===== src/include/spsp_pkg.sv =====
// Shared constants for the parallel system port
package spsp_pkg;
  localparam int unsigned BYTE_BITS        = 8;
  localparam int unsigned BIT_IDX_W        = 3;
  localparam logic [2:0]  BIT_LAST         = 3'h7;
  localparam logic [2:0]  BIT_HALF_LAST    = 3'h3;
  localparam logic [2:0]  BIT_HALF         = 3'h4;
  localparam int unsigned LINE_RATE_RATIO  = 4;     // 622.08 / 155.52
  localparam int unsigned FAST_BYTE_PS     = 12860; // 12.86 ns byte period
  localparam int unsigned SLOW_BYTE_PS     = 51440; // 51.44 ns byte period
  localparam int unsigned CNT_W            = 8;
  localparam logic [7:0]  BYTE_RESET       = 8'h00;
endpackage


===== src/rtl/spsp_byte_clock_div.sv =====
// Bit-rate tick generator and divide-by-eight byte clock
`timescale 1ns/1ps
module spsp_byte_clock_div
  import spsp_pkg::*;
#(
  parameter int unsigned FAST_BIT_CYCLES = 1
) (
  input  wire logic clk,      // system clock
  input  wire logic rst,      // async reset, active high
  input  wire logic fastMode, // high: four-times rate
  output logic      bitTick,  // one bit time elapsed
  output logic      riseTick, // byte clock rises now
  output logic      fallTick, // byte clock falls now
  output logic      byteClk   // divided byte clock level
);
  localparam int unsigned SLOW_BIT_CYCLES = FAST_BIT_CYCLES * LINE_RATE_RATIO;
  localparam logic [CNT_W-1:0] FAST_LIM = CNT_W'(FAST_BIT_CYCLES - 1);
  localparam logic [CNT_W-1:0] SLOW_LIM = CNT_W'(SLOW_BIT_CYCLES - 1);

  typedef struct packed {
    logic [CNT_W-1:0]     cnt;
    logic [BIT_IDX_W-1:0] bitIdx;
    logic                 clkLvl;
  } spsp_div_type;

  spsp_div_type s_q;
  spsp_div_type s_d;

  always_comb begin
    s_d      = s_q;
    bitTick  = (s_q.cnt == '0);
    riseTick = bitTick && (s_q.bitIdx == BIT_LAST);
    fallTick = bitTick && (s_q.bitIdx == BIT_HALF_LAST);
    if (bitTick) begin
      s_d.cnt    = fastMode ? FAST_LIM : SLOW_LIM;
      s_d.bitIdx = s_q.bitIdx + 3'h1;
    end else begin
      s_d.cnt = s_q.cnt - CNT_W'(1);
    end
    // High for bits 0..3, low for 4..7: serial clock over eight
    s_d.clkLvl = (s_d.bitIdx < BIT_HALF);
  end

  always_ff @(posedge clk or posedge rst) begin
    if (rst) begin
      s_q <= '0;
    end else begin
      s_q <= s_d;
    end
  end

  assign byteClk = s_q.clkLvl;
endmodule // spsp_byte_clock_div


===== src/rtl/spsp_system_port.sv =====
// Byte-wide transmit and receive system port of the transceiver
// Operation
// - Serial stream runs four times faster in fast mode than base mode.
// - Transmit byte clock is serial clock over eight, driven to framer.
// - Transmit payload arrives as one byte per transfer on eight bits.
// - Transmit byte captured on rising byte clock edge, either direction.
// - Select low: byte clock pin is input; bus sampled on framer clock.
// - Receive byte clock has nominal byte period of chosen rate.
// - Frame pulse lasts exactly one receive byte clock period.
// - Each new receive byte launched on falling receive clock edge.
// - Serializer sends bit seven first, down to bit zero.
`timescale 1ns/1ps
module spsp_system_port
  import spsp_pkg::*;
#(
  parameter int unsigned FAST_BIT_CYCLES = 1
) (
  input  wire logic                 clk,           // system clock 250 MHz
  input  wire logic                 rst,           // async reset, high
  input  wire logic                 fastModePin,   // high: four-times rate
  input  wire logic                 txClkDirSel,   // high: clock out
  input  wire logic [BYTE_BITS-1:0] txByteIn,      // transmit byte bus
  input  wire logic                 txClkPinIn,    // byte clock pin level
  output logic                      txClkPinOut,   // byte clock drive
  output logic                      txClkPinOe,    // byte clock enable
  output logic                      txSerialOut,   // serial line data
  input  wire logic [BYTE_BITS-1:0] rxByteSipo,    // aligned rx byte
  input  wire logic                 rxByteValid,   // rx byte strobe
  input  wire logic                 rxFrameSipo,   // frame found strobe
  output logic [BYTE_BITS-1:0]      rxByteOut,     // receive byte bus
  output logic                      frameFoundOut, // frame found pulse
  output logic                      rxClkOut       // receive byte clock
);
  typedef struct packed {
    // Two-flop synchronisers for the pins
    logic [1:0]           modeSync;
    logic [1:0]           selSync;
    logic [1:0]           pinClkSync;
    logic                 pinClkLast;
    logic [BYTE_BITS-1:0] dataSync1;
    logic [BYTE_BITS-1:0] dataSync2;

    // Transmit capture and serializer
    logic [BYTE_BITS-1:0] txHold;
    logic [BYTE_BITS-1:0] txShift;
    logic                 txSer;
    logic                 txOe;

    // Receive launch stage
    logic [BYTE_BITS-1:0] rxPend;
    logic                 rxPendFrame;
    logic [BYTE_BITS-1:0] rxOut;
    logic                 rxFrame;
  } spsp_port_type;

  spsp_port_type s_q;
  spsp_port_type s_d;

  logic fastMode;
  logic txBitTick;
  logic txRise;
  logic txByteClk;
  logic rxFall;
  logic rxByteClk;
  logic pinRise;
  logic captureTick;
  logic txLoad;
  logic txShiftOn;
  logic rxLaunch;

  assign fastMode = s_q.modeSync[1];

  spsp_byte_clock_div #(
    .FAST_BIT_CYCLES (FAST_BIT_CYCLES)
  ) u_tx_div (
    .clk      (clk),
    .rst      (rst),
    .fastMode (fastMode),
    .bitTick  (txBitTick),
    .riseTick (txRise),
    .fallTick (),
    .byteClk  (txByteClk)
  );

  spsp_byte_clock_div #(
    .FAST_BIT_CYCLES (FAST_BIT_CYCLES)
  ) u_rx_div (
    .clk      (clk),
    .rst      (rst),
    .fastMode (fastMode),
    .bitTick  (),
    .riseTick (),
    .fallTick (rxFall),
    .byteClk  (rxByteClk)
  );

  always_comb begin
    s_d = s_q;

    // Pin inputs: two flops before any logic reads them
    s_d.modeSync[0]   = fastModePin;
    s_d.modeSync[1]   = s_q.modeSync[0];
    s_d.selSync[0]    = txClkDirSel;
    s_d.selSync[1]    = s_q.selSync[0];
    s_d.pinClkSync[0] = txClkPinIn;
    s_d.pinClkSync[1] = s_q.pinClkSync[0];
    s_d.pinClkLast    = s_q.pinClkSync[1];
    s_d.dataSync1     = txByteIn;
    s_d.dataSync2     = s_q.dataSync1;

    // Framer clock edge, seen only after the synchroniser
    pinRise = s_q.pinClkSync[1] && !s_q.pinClkLast;
    // Data and clock see the same sync delay, so edges stay paired
    captureTick = s_q.selSync[1] ? txRise : pinRise;
    if (captureTick) begin
      s_d.txHold = s_q.dataSync2;
    end

    // Serial framing always runs from the synthesized timing; in input
    // mode a byte is dropped or repeated if the framer clock drifts.
    txLoad    = txBitTick && txRise;
    txShiftOn = txBitTick && !txRise;
    if (txLoad) begin
      // Byte boundary: held byte enters the shifter, MSB goes out first
      s_d.txShift = s_q.txHold;
      s_d.txSer   = s_q.txHold[BYTE_BITS-1];
    end
    if (txShiftOn) begin
      s_d.txShift = {s_q.txShift[BYTE_BITS-2:0], 1'b0};
      s_d.txSer   = s_q.txShift[BYTE_BITS-2];
    end

    // Pin driver follows the synchronised select
    s_d.txOe = s_q.selSync[1];

    // Latest aligned byte waits for the next falling edge
    rxLaunch = rxFall;
    if (rxByteValid) begin
      s_d.rxPend      = rxByteSipo;
      s_d.rxPendFrame = rxFrameSipo;
    end else if (rxLaunch) begin
      // Launched flag is dropped so the pulse lasts one period only
      s_d.rxPendFrame = 1'b0;
    end
    if (rxLaunch) begin
      s_d.rxOut   = s_q.rxPend;
      s_d.rxFrame = s_q.rxPendFrame;
    end
  end

  always_ff @(posedge clk or posedge rst) begin
    if (rst) begin
      s_q <= '0;
    end else begin
      s_q <= s_d;
    end
  end

  // Byte clocks come straight from the divider flops, so each edge
  // lines up with the capture and launch ticks of the same cycle
  assign txClkPinOut   = txByteClk;
  assign txClkPinOe    = s_q.txOe;
  assign txSerialOut   = s_q.txSer;
  assign rxByteOut     = s_q.rxOut;
  assign frameFoundOut = s_q.rxFrame;
  assign rxClkOut      = rxByteClk;
endmodule // spsp_system_port


===== config.mk =====
export PLATFORM = sky130hd
export DESIGN_NAME = spsp_system_port
export DESIGN_NICKNAME = d
export VERILOG_FILES = /design/src/include/spsp_pkg.sv /design/src/rtl/spsp_byte_clock_div.sv /design/src/rtl/spsp_system_port.sv
export SDC_FILE = /design/constraint.sdc
export NUM_CORES = 1
export LEC_CHECK = 0
export BUFFER_PORTS_ARGS = -buffer_cell sky130_fd_sc_hd__buf_2
export CORE_MARGIN = 3
export CORE_UTILIZATION = 47
export CTS_BUF_LIST = sky130_fd_sc_hd__clkbuf_8 sky130_fd_sc_hd__clkbuf_16
export DETAILED_ROUTE_END_ITERATION = 6
export PLACE_DENSITY_LB_ADDON = 0.25
export SYNTH_ARGS = -nofsm -noshare
export SYNTH_HDL_FRONTEND = slang
export SYNTH_SLANG_ARGS = --single-unit
export TNS_END_PERCENT = 5

===== constraint.sdc =====
create_clock -name clk -period 4.3 [get_ports clk]
set_input_delay 0.215 -clock clk [delete_from_list [all_inputs] [get_ports clk]]
set_output_delay 0.215 -clock clk [all_outputs]
set_load 0.01 [all_outputs]

==> impl_results.md, run 1 <==
* Status: finished, final reports clean
* Compound-Gate Fraction of Synth Area at 5.84%
* Synth top area cells: dfrtp_1 63%, mux2_2 11%, mux2i_1 4.0%
* Share of layout cells above drive strength 1 at 36.5%
* Largest family of logic cells by synthesized area: multiplexers
* Most used standard cell by instance count after synthesis: dfrtp_1
* # fillers at 516
* Synth area leader: dfrtp_1
* CTS Sinks at 82
* Relative max-transition margin at 20.2%
* Routed length on met2 at 2350 um
* Wire length per cell at 13.3 um
* TNS Setup at 0 ns
* Xor and xnor area share after synthesis at 1.07%
* CP Capture Type: flip-flop
* Final RePlAce weighted congestion at 0.736
* Max Slew Vio Count at 0
* Syn Area/Cell at 14.4 um2
* Post-synth cell types at 41
* First-pass GRT wire length at 8770 um
* Post-Synth Adder-Cell Area at 2.67%
* Max Clock Skew at 0.00722 ns
* Routed wl met3 at 186 um
* DR iter-0 viols at 99
* Clock Tree Root: clkbuf_8
* Sequential share of the synthesized area at 62.6%
* Length of routed wiring on met1 at 2290 um
* PortBufs at 35
* Post-route ant nets at 0
* Pwr/cell area at 639 nW/um2
* HPWL after detailed placement at 3220 um
* Post-synth top cells: 82 x dfrtp_1, 32 x mux2_2, 13 x mux2i_1, 12 x a21oi_1
* Initial DRT Pass Iterations at 4
* Overall power at 2480 uW
* DR DRC count at 0
* CTS resizes at 0
* Number of synthesized flops with an enable pin at 0
* Vias/cell at 4.99
* Register area at 2050 um2
* Min-delay worst type: in2reg
* Gate count of the mapped netlist at 227
* Htree depth at 3
* Crit path max fanout at 19
* Final core utilization at 59.1%
* Diodes inserted at 0
* Worst VDD drop at 317 uV
* Synth warn at 0
* Die H at 89.5 um
* Maxcap violations at 0
* Yosys top cell area share at 62.6%
* Syn_nets at 257
* Clk slew on worst S/H paths at 0.08 ns
* Largest net degree at the start of global routing at 45
* Core Box Area at 6570 um2
* Die Width at 89.5 um
* Critical path data required time at 4.53 ns
* Ratio of final minimum period to clock period at 56.8%
* R2R setup slack at 1.86 ns
* Pleak at 0.00176 uW
* Die footprint at 8020 um2
* #FFs+latches synth at 82
* Via count at 1846
* Crit Path Category: reg2reg
* Fin nets at 302
* Grt ovf at 0
* I/O pins at 36
* Ys async rst share at 100%
* Multiplexer share of the synthesized area at 15.6%
* Worst Tran Pin Value at 1.19 ns
* Synthesis-to-layout area growth at 18.3%
* Peak Freq at 409 MHz
* Total track usage at 14.5%
* Fin crit period at 2.44 ns
* Simple-gate share of the synthesized area at 7.90%
* Top FF cell, synth: dfrtp_1
* CTS tree: yes
* Site Rows at 29
* Clock buffer depth at 2
* DR top layer: met4
* Final WL at 4910 um
* Worst skew pair latency at 0.34 ns
* Setup violators final at 0
* Worst setup SP type: flip-flop
* CTS Buf Count at 9
* Number of global-route vias before repair at 1900
* Initial antenna violation count at 0
* Mapped Area at 3280 um2
* Initial Util at 49.9%
* Crit path DAT at 2.67 ns
* Final Hold Vio Count at 0
* RSZ-0062 raised after global routing: no
* Area of the multi-input gates at 1090 um2
## registers in the layout (all words and copies together) (netlist names)
signal,flops
fastMode,1
u_tx_div.byteClk,1
rxByteOut,8
s_d,13
u_rx_div.s_q,11
txClkPinOe,1
u_tx_div.s_q,11
s_q,33
u_rx_div.byteClk,1
txSerialOut,1
frameFoundOut,1
## through the flow
step           cells  hold WS, ns  setup slack, ns  instance area (um2)
6_report         370       0.0983             1.86                 3880
5_1_grt          370       0.0883             1.57                 3880
4_1_cts          370       0.0820             1.85                 3880
2_1_floorplan    227        0.246             1.98                 3280
3_3_place_gp     342        0.315             1.94                 3480
3_5_place_dp     342        0.322             1.87                 3480
## path summary, 6_finish.rpt
path                                      start      end  depth (start not counted)
worst min register to register          s_d[38]  s_q[38]                          0
max in group asynchronous                   rst  s_q[36]                          4
worst max register to register  u_tx_div.s_q[4]  s_q[33]                          5
min in group asynchronous                   rst  s_d[18]                          3
worst min-delay path              rxByteSipo[2]  s_q[12]                          2
worst max-delay path            u_tx_div.s_q[4]  s_q[33]                          5
## layout make-up
cell class,count,share of cell area [%]
Inverter,9,0.903
Multi-Input combinational cell,121,28.1
Timing Repair Buffer,49,8.00
Sequential cell,82,52.9
Tap cell,93,3.00
Clock inverter,6,3.52
Clock buffer,10,3.55
## report_power, final
| group | switching (uW) | internal (uW) |
|---|---|---|
| registers | 172 | 969 |
| logic | 299 | 303 |
| clock network | 273 | 462 |
## cell usage in the layout, fill, tap and decap left out, drive strengths merged
cell	n
clkinv	1
nor4	4
a2111o	1
mux2i	13
dlygate4sd3	12
bufinv	4
a21oi	12
and2	1
nand4b	1
buf	37
nand2	5
nor3	3
inv	9
a31oi	8
nand4	2
nor3b	2
a21bo	1
nor2b	1
o31ai	2
mux2	34
xnor2	4
o21ai	4
clkbuf	10
nor2	4
nand3	1
dfrtp	82
or2	2
or4	3
ha	7
clkinvlp	1
and3	2
or3	3
a22o	1
## cells by family after synthesis
logic type | Yosys count
xor+xnor | 4
mux | 47
simple gates | 34
fa+ha+maj | 7
compound gates | 29
buf+inv | 24
flops | 82
## routing by layer
layer	global-route usage, %	up-vias
met5	0	-
met4	6.90	0
met3	3.78	8
met2	22.2	28
met1	19.5	918
li1	-	892
## critical path, cell delays in order (launching register included)
cell and delay [ns]:
dfrtp_1 0.40, inv_1 0.08, ha_1 0.20, nor3b_2 0.96
a31oi_4 0.33, mux2_2 0.36
## what timing repair did
item                      in CTS  in global routing
hold buffers                  12                  0
hold endpoints to repair      49                  0
setup buffers                  0                  0
No activity file was read; power rests on OpenSTA's default activity.
==> run 2: changes to the inputs <==
==> constraint.sdc (replaced) <==
create_clock -name clk -period 2.1 [get_ports clk]
set_input_delay 0.105 -clock clk [delete_from_list [all_inputs] [get_ports clk]]
set_output_delay 0.105 -clock clk [all_outputs]
set_load 0.01 [all_outputs]
==> impl_results.md, run 2 (synthesized netlist as in run 1, its figures left out) <==
* HPWL after detailed placement at 3370 um
* Vias/cell at 5.07
* I/O pins at 36
* Core Box Area at 6570 um2
* CP Capture Type: flip-flop
* Wire length per cell at 13.8 um
* Initial antenna violation count at 0
* Pwr/cell area at 1210 nW/um2
* Relative max-transition margin at 53.9%
* Final Hold Vio Count at 0
* Max Slew Vio Count at 0
* Largest net degree at the start of global routing at 38
* Initial DRT Pass Iterations at 4
* Min-delay worst type: in2reg
* PortBufs at 35
* TNS Setup at 0 ns
* Delay-heaviest family, CP: flip-flops
* Critical Path, Cell by Cell: ha_1, ha_1, and2_1, a31oi_4, mux2_2
* Clk slew on worst S/H paths at 0.08 ns
* Placed insts at 345
* Share of layout cells above drive strength 1 at 35.6%
* Clock Tree Root: clkbuf_8
* DR DRC count at 0
* Synthesis-to-layout area growth at 19.7%
* Maxcap violations at 0
* Die H at 89.5 um
* Total track usage at 15.4%
* Pleak at 0.00178 uW
* Setup violators final at 0
* Worst Path Buf+Inv at 0
* Site Rows at 29
* # fillers at 543
* Worst skew pair latency at 0.35 ns
* Final cell count without fillers at 382
* Htree depth at 3
* Number of global-route vias before repair at 1945
* Final RePlAce weighted congestion at 0.791
* Post-route ant nets at 0
* Commonest non-fill, non-tap cells in the layout: 82 x dfrtp_1, 35 x buf_2, 32 x mux2_2
* Hold_buf cts at 21
* Status: finished, final reports clean
* CTS tree: yes
* CTS resizes at 0
* Worst Tran Pin Value at 0.689 ns
* Crit path launch: u_tx_div.s_q[1]
* Fin nets at 314
* Crit path max fanout at 8
* Setup bufs post-CTS at 0
* Ratio of final minimum period to clock period at 85.8%
* Die footprint at 8020 um2
* Max reg flops at 33
* Initial Util at 49.9%
* Worst r2r src: u_tx_div.s_q[1]
* Diodes inserted at 0
* Worst setup SP type: flip-flop
* CTS Buf Count at 9
* Final hold slack at 0.200 ns
* Grt ovf at 0
* RSZ-0062 raised after global routing: no
* Clock buffer depth at 2
* Die Width at 89.5 um
* Peak Freq at 555 MHz
* Hold wc startpoint: rxByteValid
* Overall power at 4740 uW
* Reg with most FFs: s_q
* Via count at 1937
* Most used cell, CP: ha_1
* Critical path data required time at 2.33 ns
* Crit Path Category: reg2reg
* DR iter-0 viols at 80
* Design area at 3930 um2
* Most common cell after layout, fill and taps aside: dfrtp_1
* Crit path DAT at 2.04 ns
* CTS Sinks at 82
* Max Clock Skew at 0.00575 ns
* Placed cell areas at 3520 um2
* Slowest CP cell: dfrtp_1
* First-pass GRT wire length at 9220 um
* Fin crit period at 1.80 ns
* CP max stage delay at 0.41 ns
* Worst VDD drop at 556 uV
* Final WL at 5270 um
==> run 2: final timing paths <==
kind | end | slack, ns | cells past startpoint
max | s_q[29] | 0.30 | 5
min | s_q[17] | 0.20 | 2
max reg2reg | s_q[29] | 0.30 | 5
min reg2reg | s_d[18] | 0.35 | 0
max in group asynchronous | u_rx_div.s_q[9] | 1.07 | 4
min in group asynchronous | rxByteOut[5] | 0.40 | 3
==> run 2: worst register-to-register path: stages (launching register included) <==
cell and delay [ns]:
dfrtp_1 0.41, ha_1 0.21, ha_1 0.19, and2_1 0.16, a31oi_4 0.35, mux2_2 0.38
==> run 2: report_power, final <==
group | switching (uW) | internal [uW]
Combinational | 639 | 647
Sequential | 359 | 1980
Clock | 564 | 547
Total | 1560 | 3180
==> run 2: routing by layer <==
metal	up-vias	global-route usage, %	routed length [um]
met5	-	0	0
met4	0	7.58	70
met3	6	4.33	153
met2	35	22.4	2540
met1	979	21.3	2500
li1	917	-	-
==> run 2: final cells by class <==
class	instances	area (um2)	area share, %
flip-flops and latches	82	2050	52.3
clock buffers	9	124	3.15
well taps	93	116	2.96
repair buffers	61	435	11.1
multi-input cells	121	1090	27.8
inverters	9	37.5	0.956
clock inverters	7	70.1	1.78
==> run 2: per-stage QoR <==
step,util [%],setup WS [ns]
floorplan,-,0.256
global placement,53.6,0.328
detailed placement,53.6,0.295
CTS,59.8,0.268
global route,59.8,0.127
finish,59.8,0.298
==> run 3: changes to the inputs <==
--- a/config.mk
+++ b/config.mk
@@ -6,8 +6,10 @@
 export NUM_CORES = 1
 export LEC_CHECK = 0
 export BUFFER_PORTS_ARGS = -buffer_cell sky130_fd_sc_hd__buf_2
+export CELL_PAD_IN_SITES_DETAIL_PLACEMENT = 1
+export CELL_PAD_IN_SITES_GLOBAL_PLACEMENT = 1
 export CORE_MARGIN = 3
-export CORE_UTILIZATION = 47
+export CORE_UTILIZATION = 43
 export CTS_BUF_LIST = sky130_fd_sc_hd__clkbuf_8 sky130_fd_sc_hd__clkbuf_16
 export DETAILED_ROUTE_END_ITERATION = 6
 export PLACE_DENSITY_LB_ADDON = 0.25
==> impl_results.md, run 3 (synthesized netlist as in run 1, its figures left out) <==
* Min-delay worst type: in2reg
* First-pass GRT wire length at 10400 um
* Slowest CP cell: nor3b_2
* Synthesis-to-layout area growth at 20.9%
* Clk pwr share at 25.2%
* Worst r2r src: u_tx_div.s_q[4]
* Via count at 1936
* CP endpoint: s_q[29]
* Switching power at 1590 uW
* RSZ-0062 raised after global routing: no
* Worst R2R Path Depth at 5
* Number of global-route vias before repair at 2068
* PortBufs at 35
* Comb pwr share at 26.9%
* Crit path DAT at 2.06 ns
* Relative max-transition margin at 66.2%
* Final Hold Vio Count at 0
* Instance count on the critical path at 5
* Diodes inserted at 0
* Worst setup SP type: flip-flop
* Crit path launch: u_tx_div.s_q[4]
* Site Rows at 31
* CP max stage delay at 0.43 ns
* Delay-heaviest family, CP: simple AND/OR/NAND/NOR gates
* Final WL at 5850 um
* CP Capture Type: flip-flop
* HPWL after detailed placement at 3770 um
* Critical Path, Cell by Cell: inv_1, ha_1, nor3b_2, a31oi_4, mux2_2
* Crit Path Category: reg2reg
* Sw frac at 32.4%
* Most common cell after layout, fill and taps aside: dfrtp_1
* Vias/cell at 4.98
* Pint at 3320 uW
* Post-route ant nets at 0
* Wire length per cell at 15.0 um
* Die Width at 93.3 um
* Fin nets at 315
* Placed cell areas at 3540 um2
* Worst VDD drop at 523 uV
* Clock buffer depth at 2
* I/O pins at 36
* Crit path max fanout at 8
* Core Box Area at 7330 um2
* Final core utilization at 54.1%
* Clk slew on worst S/H paths at 0.08 ns
* Initial DRT Pass Iterations at 4
* Setup violators final at 0
* TNS Setup at 0 ns
* Reg2Reg Capture Point: s_q[29]
* Max Slew Vio Count at 0
* # fillers at 769
* Initial Util at 44.7%
* Design area at 3970 um2
* Fin crit period at 1.82 ns
* Flop pwr share at 47.9%
* Setup bufs post-CTS at 0
* Ratio of final minimum period to clock period at 86.8%
* Status: finished, final reports clean
* Htree depth at 3
* CTS resizes at 0
* Worst Path Buf+Inv at 1
* DR iter-0 viols at 90
* Pleak at 0.00180 uW
* Commonest non-fill, non-tap cells in the layout: 82 x dfrtp_1, 35 x buf_2, 32 x mux2_2
* Final RePlAce weighted congestion at 0.784
* CTS tree: yes
* Die footprint at 8710 um2
* Worst Tran Pin Value at 0.506 ns
* Total track usage at 15.7%
* Share of layout cells above drive strength 1 at 35.9%
* Max Clock Skew at 0.0128 ns
* Peak Freq at 549 MHz
* Maxcap violations at 0
* Grt ovf at 0
* CTS Buf Count at 9
* Max reg flops at 33
* Largest net degree at the start of global routing at 62
* Initial antenna violation count at 0
* CTS Sinks at 82
* R2R setup slack at 0.28 ns
* Pwr/cell area at 1240 nW/um2
* Clock Tree Root: clkbuf_8
* Reg with most FFs: s_q
* Critical path data required time at 2.34 ns
* DR DRC count at 0
* Worst skew pair latency at 0.35 ns
* Die H at 93.3 um
## run 3: changes by cell type in the layout (fill, tap and decap cells not counted), sizes merged
cell	previous run	this run
bufinv	1	2
clkinv	1	2
clkinvlp	4	2
buf	40	41
## run 3: power groups by stage
stage          Combinational [uW]  Clock (uW)  Sequential, uW
2_1_floorplan                1030           0            2300
3_3_place_gp                 1250           0            2360
3_5_place_dp                 1300           0            2380
4_1_cts                      1350        1280            2360
5_1_grt                      1510        1360            2420
6_report                     1320        1240            2350
## run 3: what timing repair did
action,CTS,global route
hold endpoints to repair,41,0
setup endpoints to repair,0,0
hold buffers,21,0
## run 3: layout make-up
| type | count | area, um2 | area share (%) |
|---|---|---|---|
| Clock buffer | 9 | 124 | 3.12 |
| Clock inverter | 7 | 93.8 | 2.37 |
| Inverter | 9 | 37.5 | 0.947 |
| Multi-Input combinational cell | 121 | 1090 | 27.5 |
| Sequential cell | 82 | 2050 | 51.8 |
| Tap cell | 99 | 124 | 3.12 |
| Timing Repair Buffer | 62 | 443 | 11.2 |
## run 3: routing by layer
| layer | up-vias | routed length (um) | global-route usage, % |
|---|---|---|---|
| li1 | 916 | - | - |
| met1 | 987 | 2650 | 20.5 |
| met2 | 24 | 2940 | 24.5 |
| met3 | 9 | 153 | 4.10 |
| met4 | 0 | 99 | 7.33 |
| met5 | - | 0 | 0 |
## run 3: metrics by stage
stage | setup slack (ns) | total power (uW) | hold WS, ns | instances
after CTS | 0.243 | 4990 | 0.183 | 389
after global placement | 0.343 | 3620 | 0.166 | 352
after detailed placement | 0.252 | 3680 | 0.170 | 352
after global routing | 0.139 | 5300 | 0.184 | 389
final | 0.278 | 4910 | 0.193 | 389
after floorplan | 0.256 | 3330 | 0.136 | 227
## run 3: how the worst min path moves through the flow
| stage | start | cells after the start | end | slack (ns) |
|---|---|---|---|---|
| floorplan | txByteIn[0] | 0 | s_d[36] | 0.14 |
| global placement | rst | 2 | s_q[12] | 0.17 |
| detailed placement | rst | 2 | s_q[12] | 0.17 |
| CTS | rxByteValid | 2 | s_q[10] | 0.18 |
| global route | rxByteValid | 2 | s_q[16] | 0.18 |
| finish | rxByteValid | 2 | s_q[10] | 0.19 |
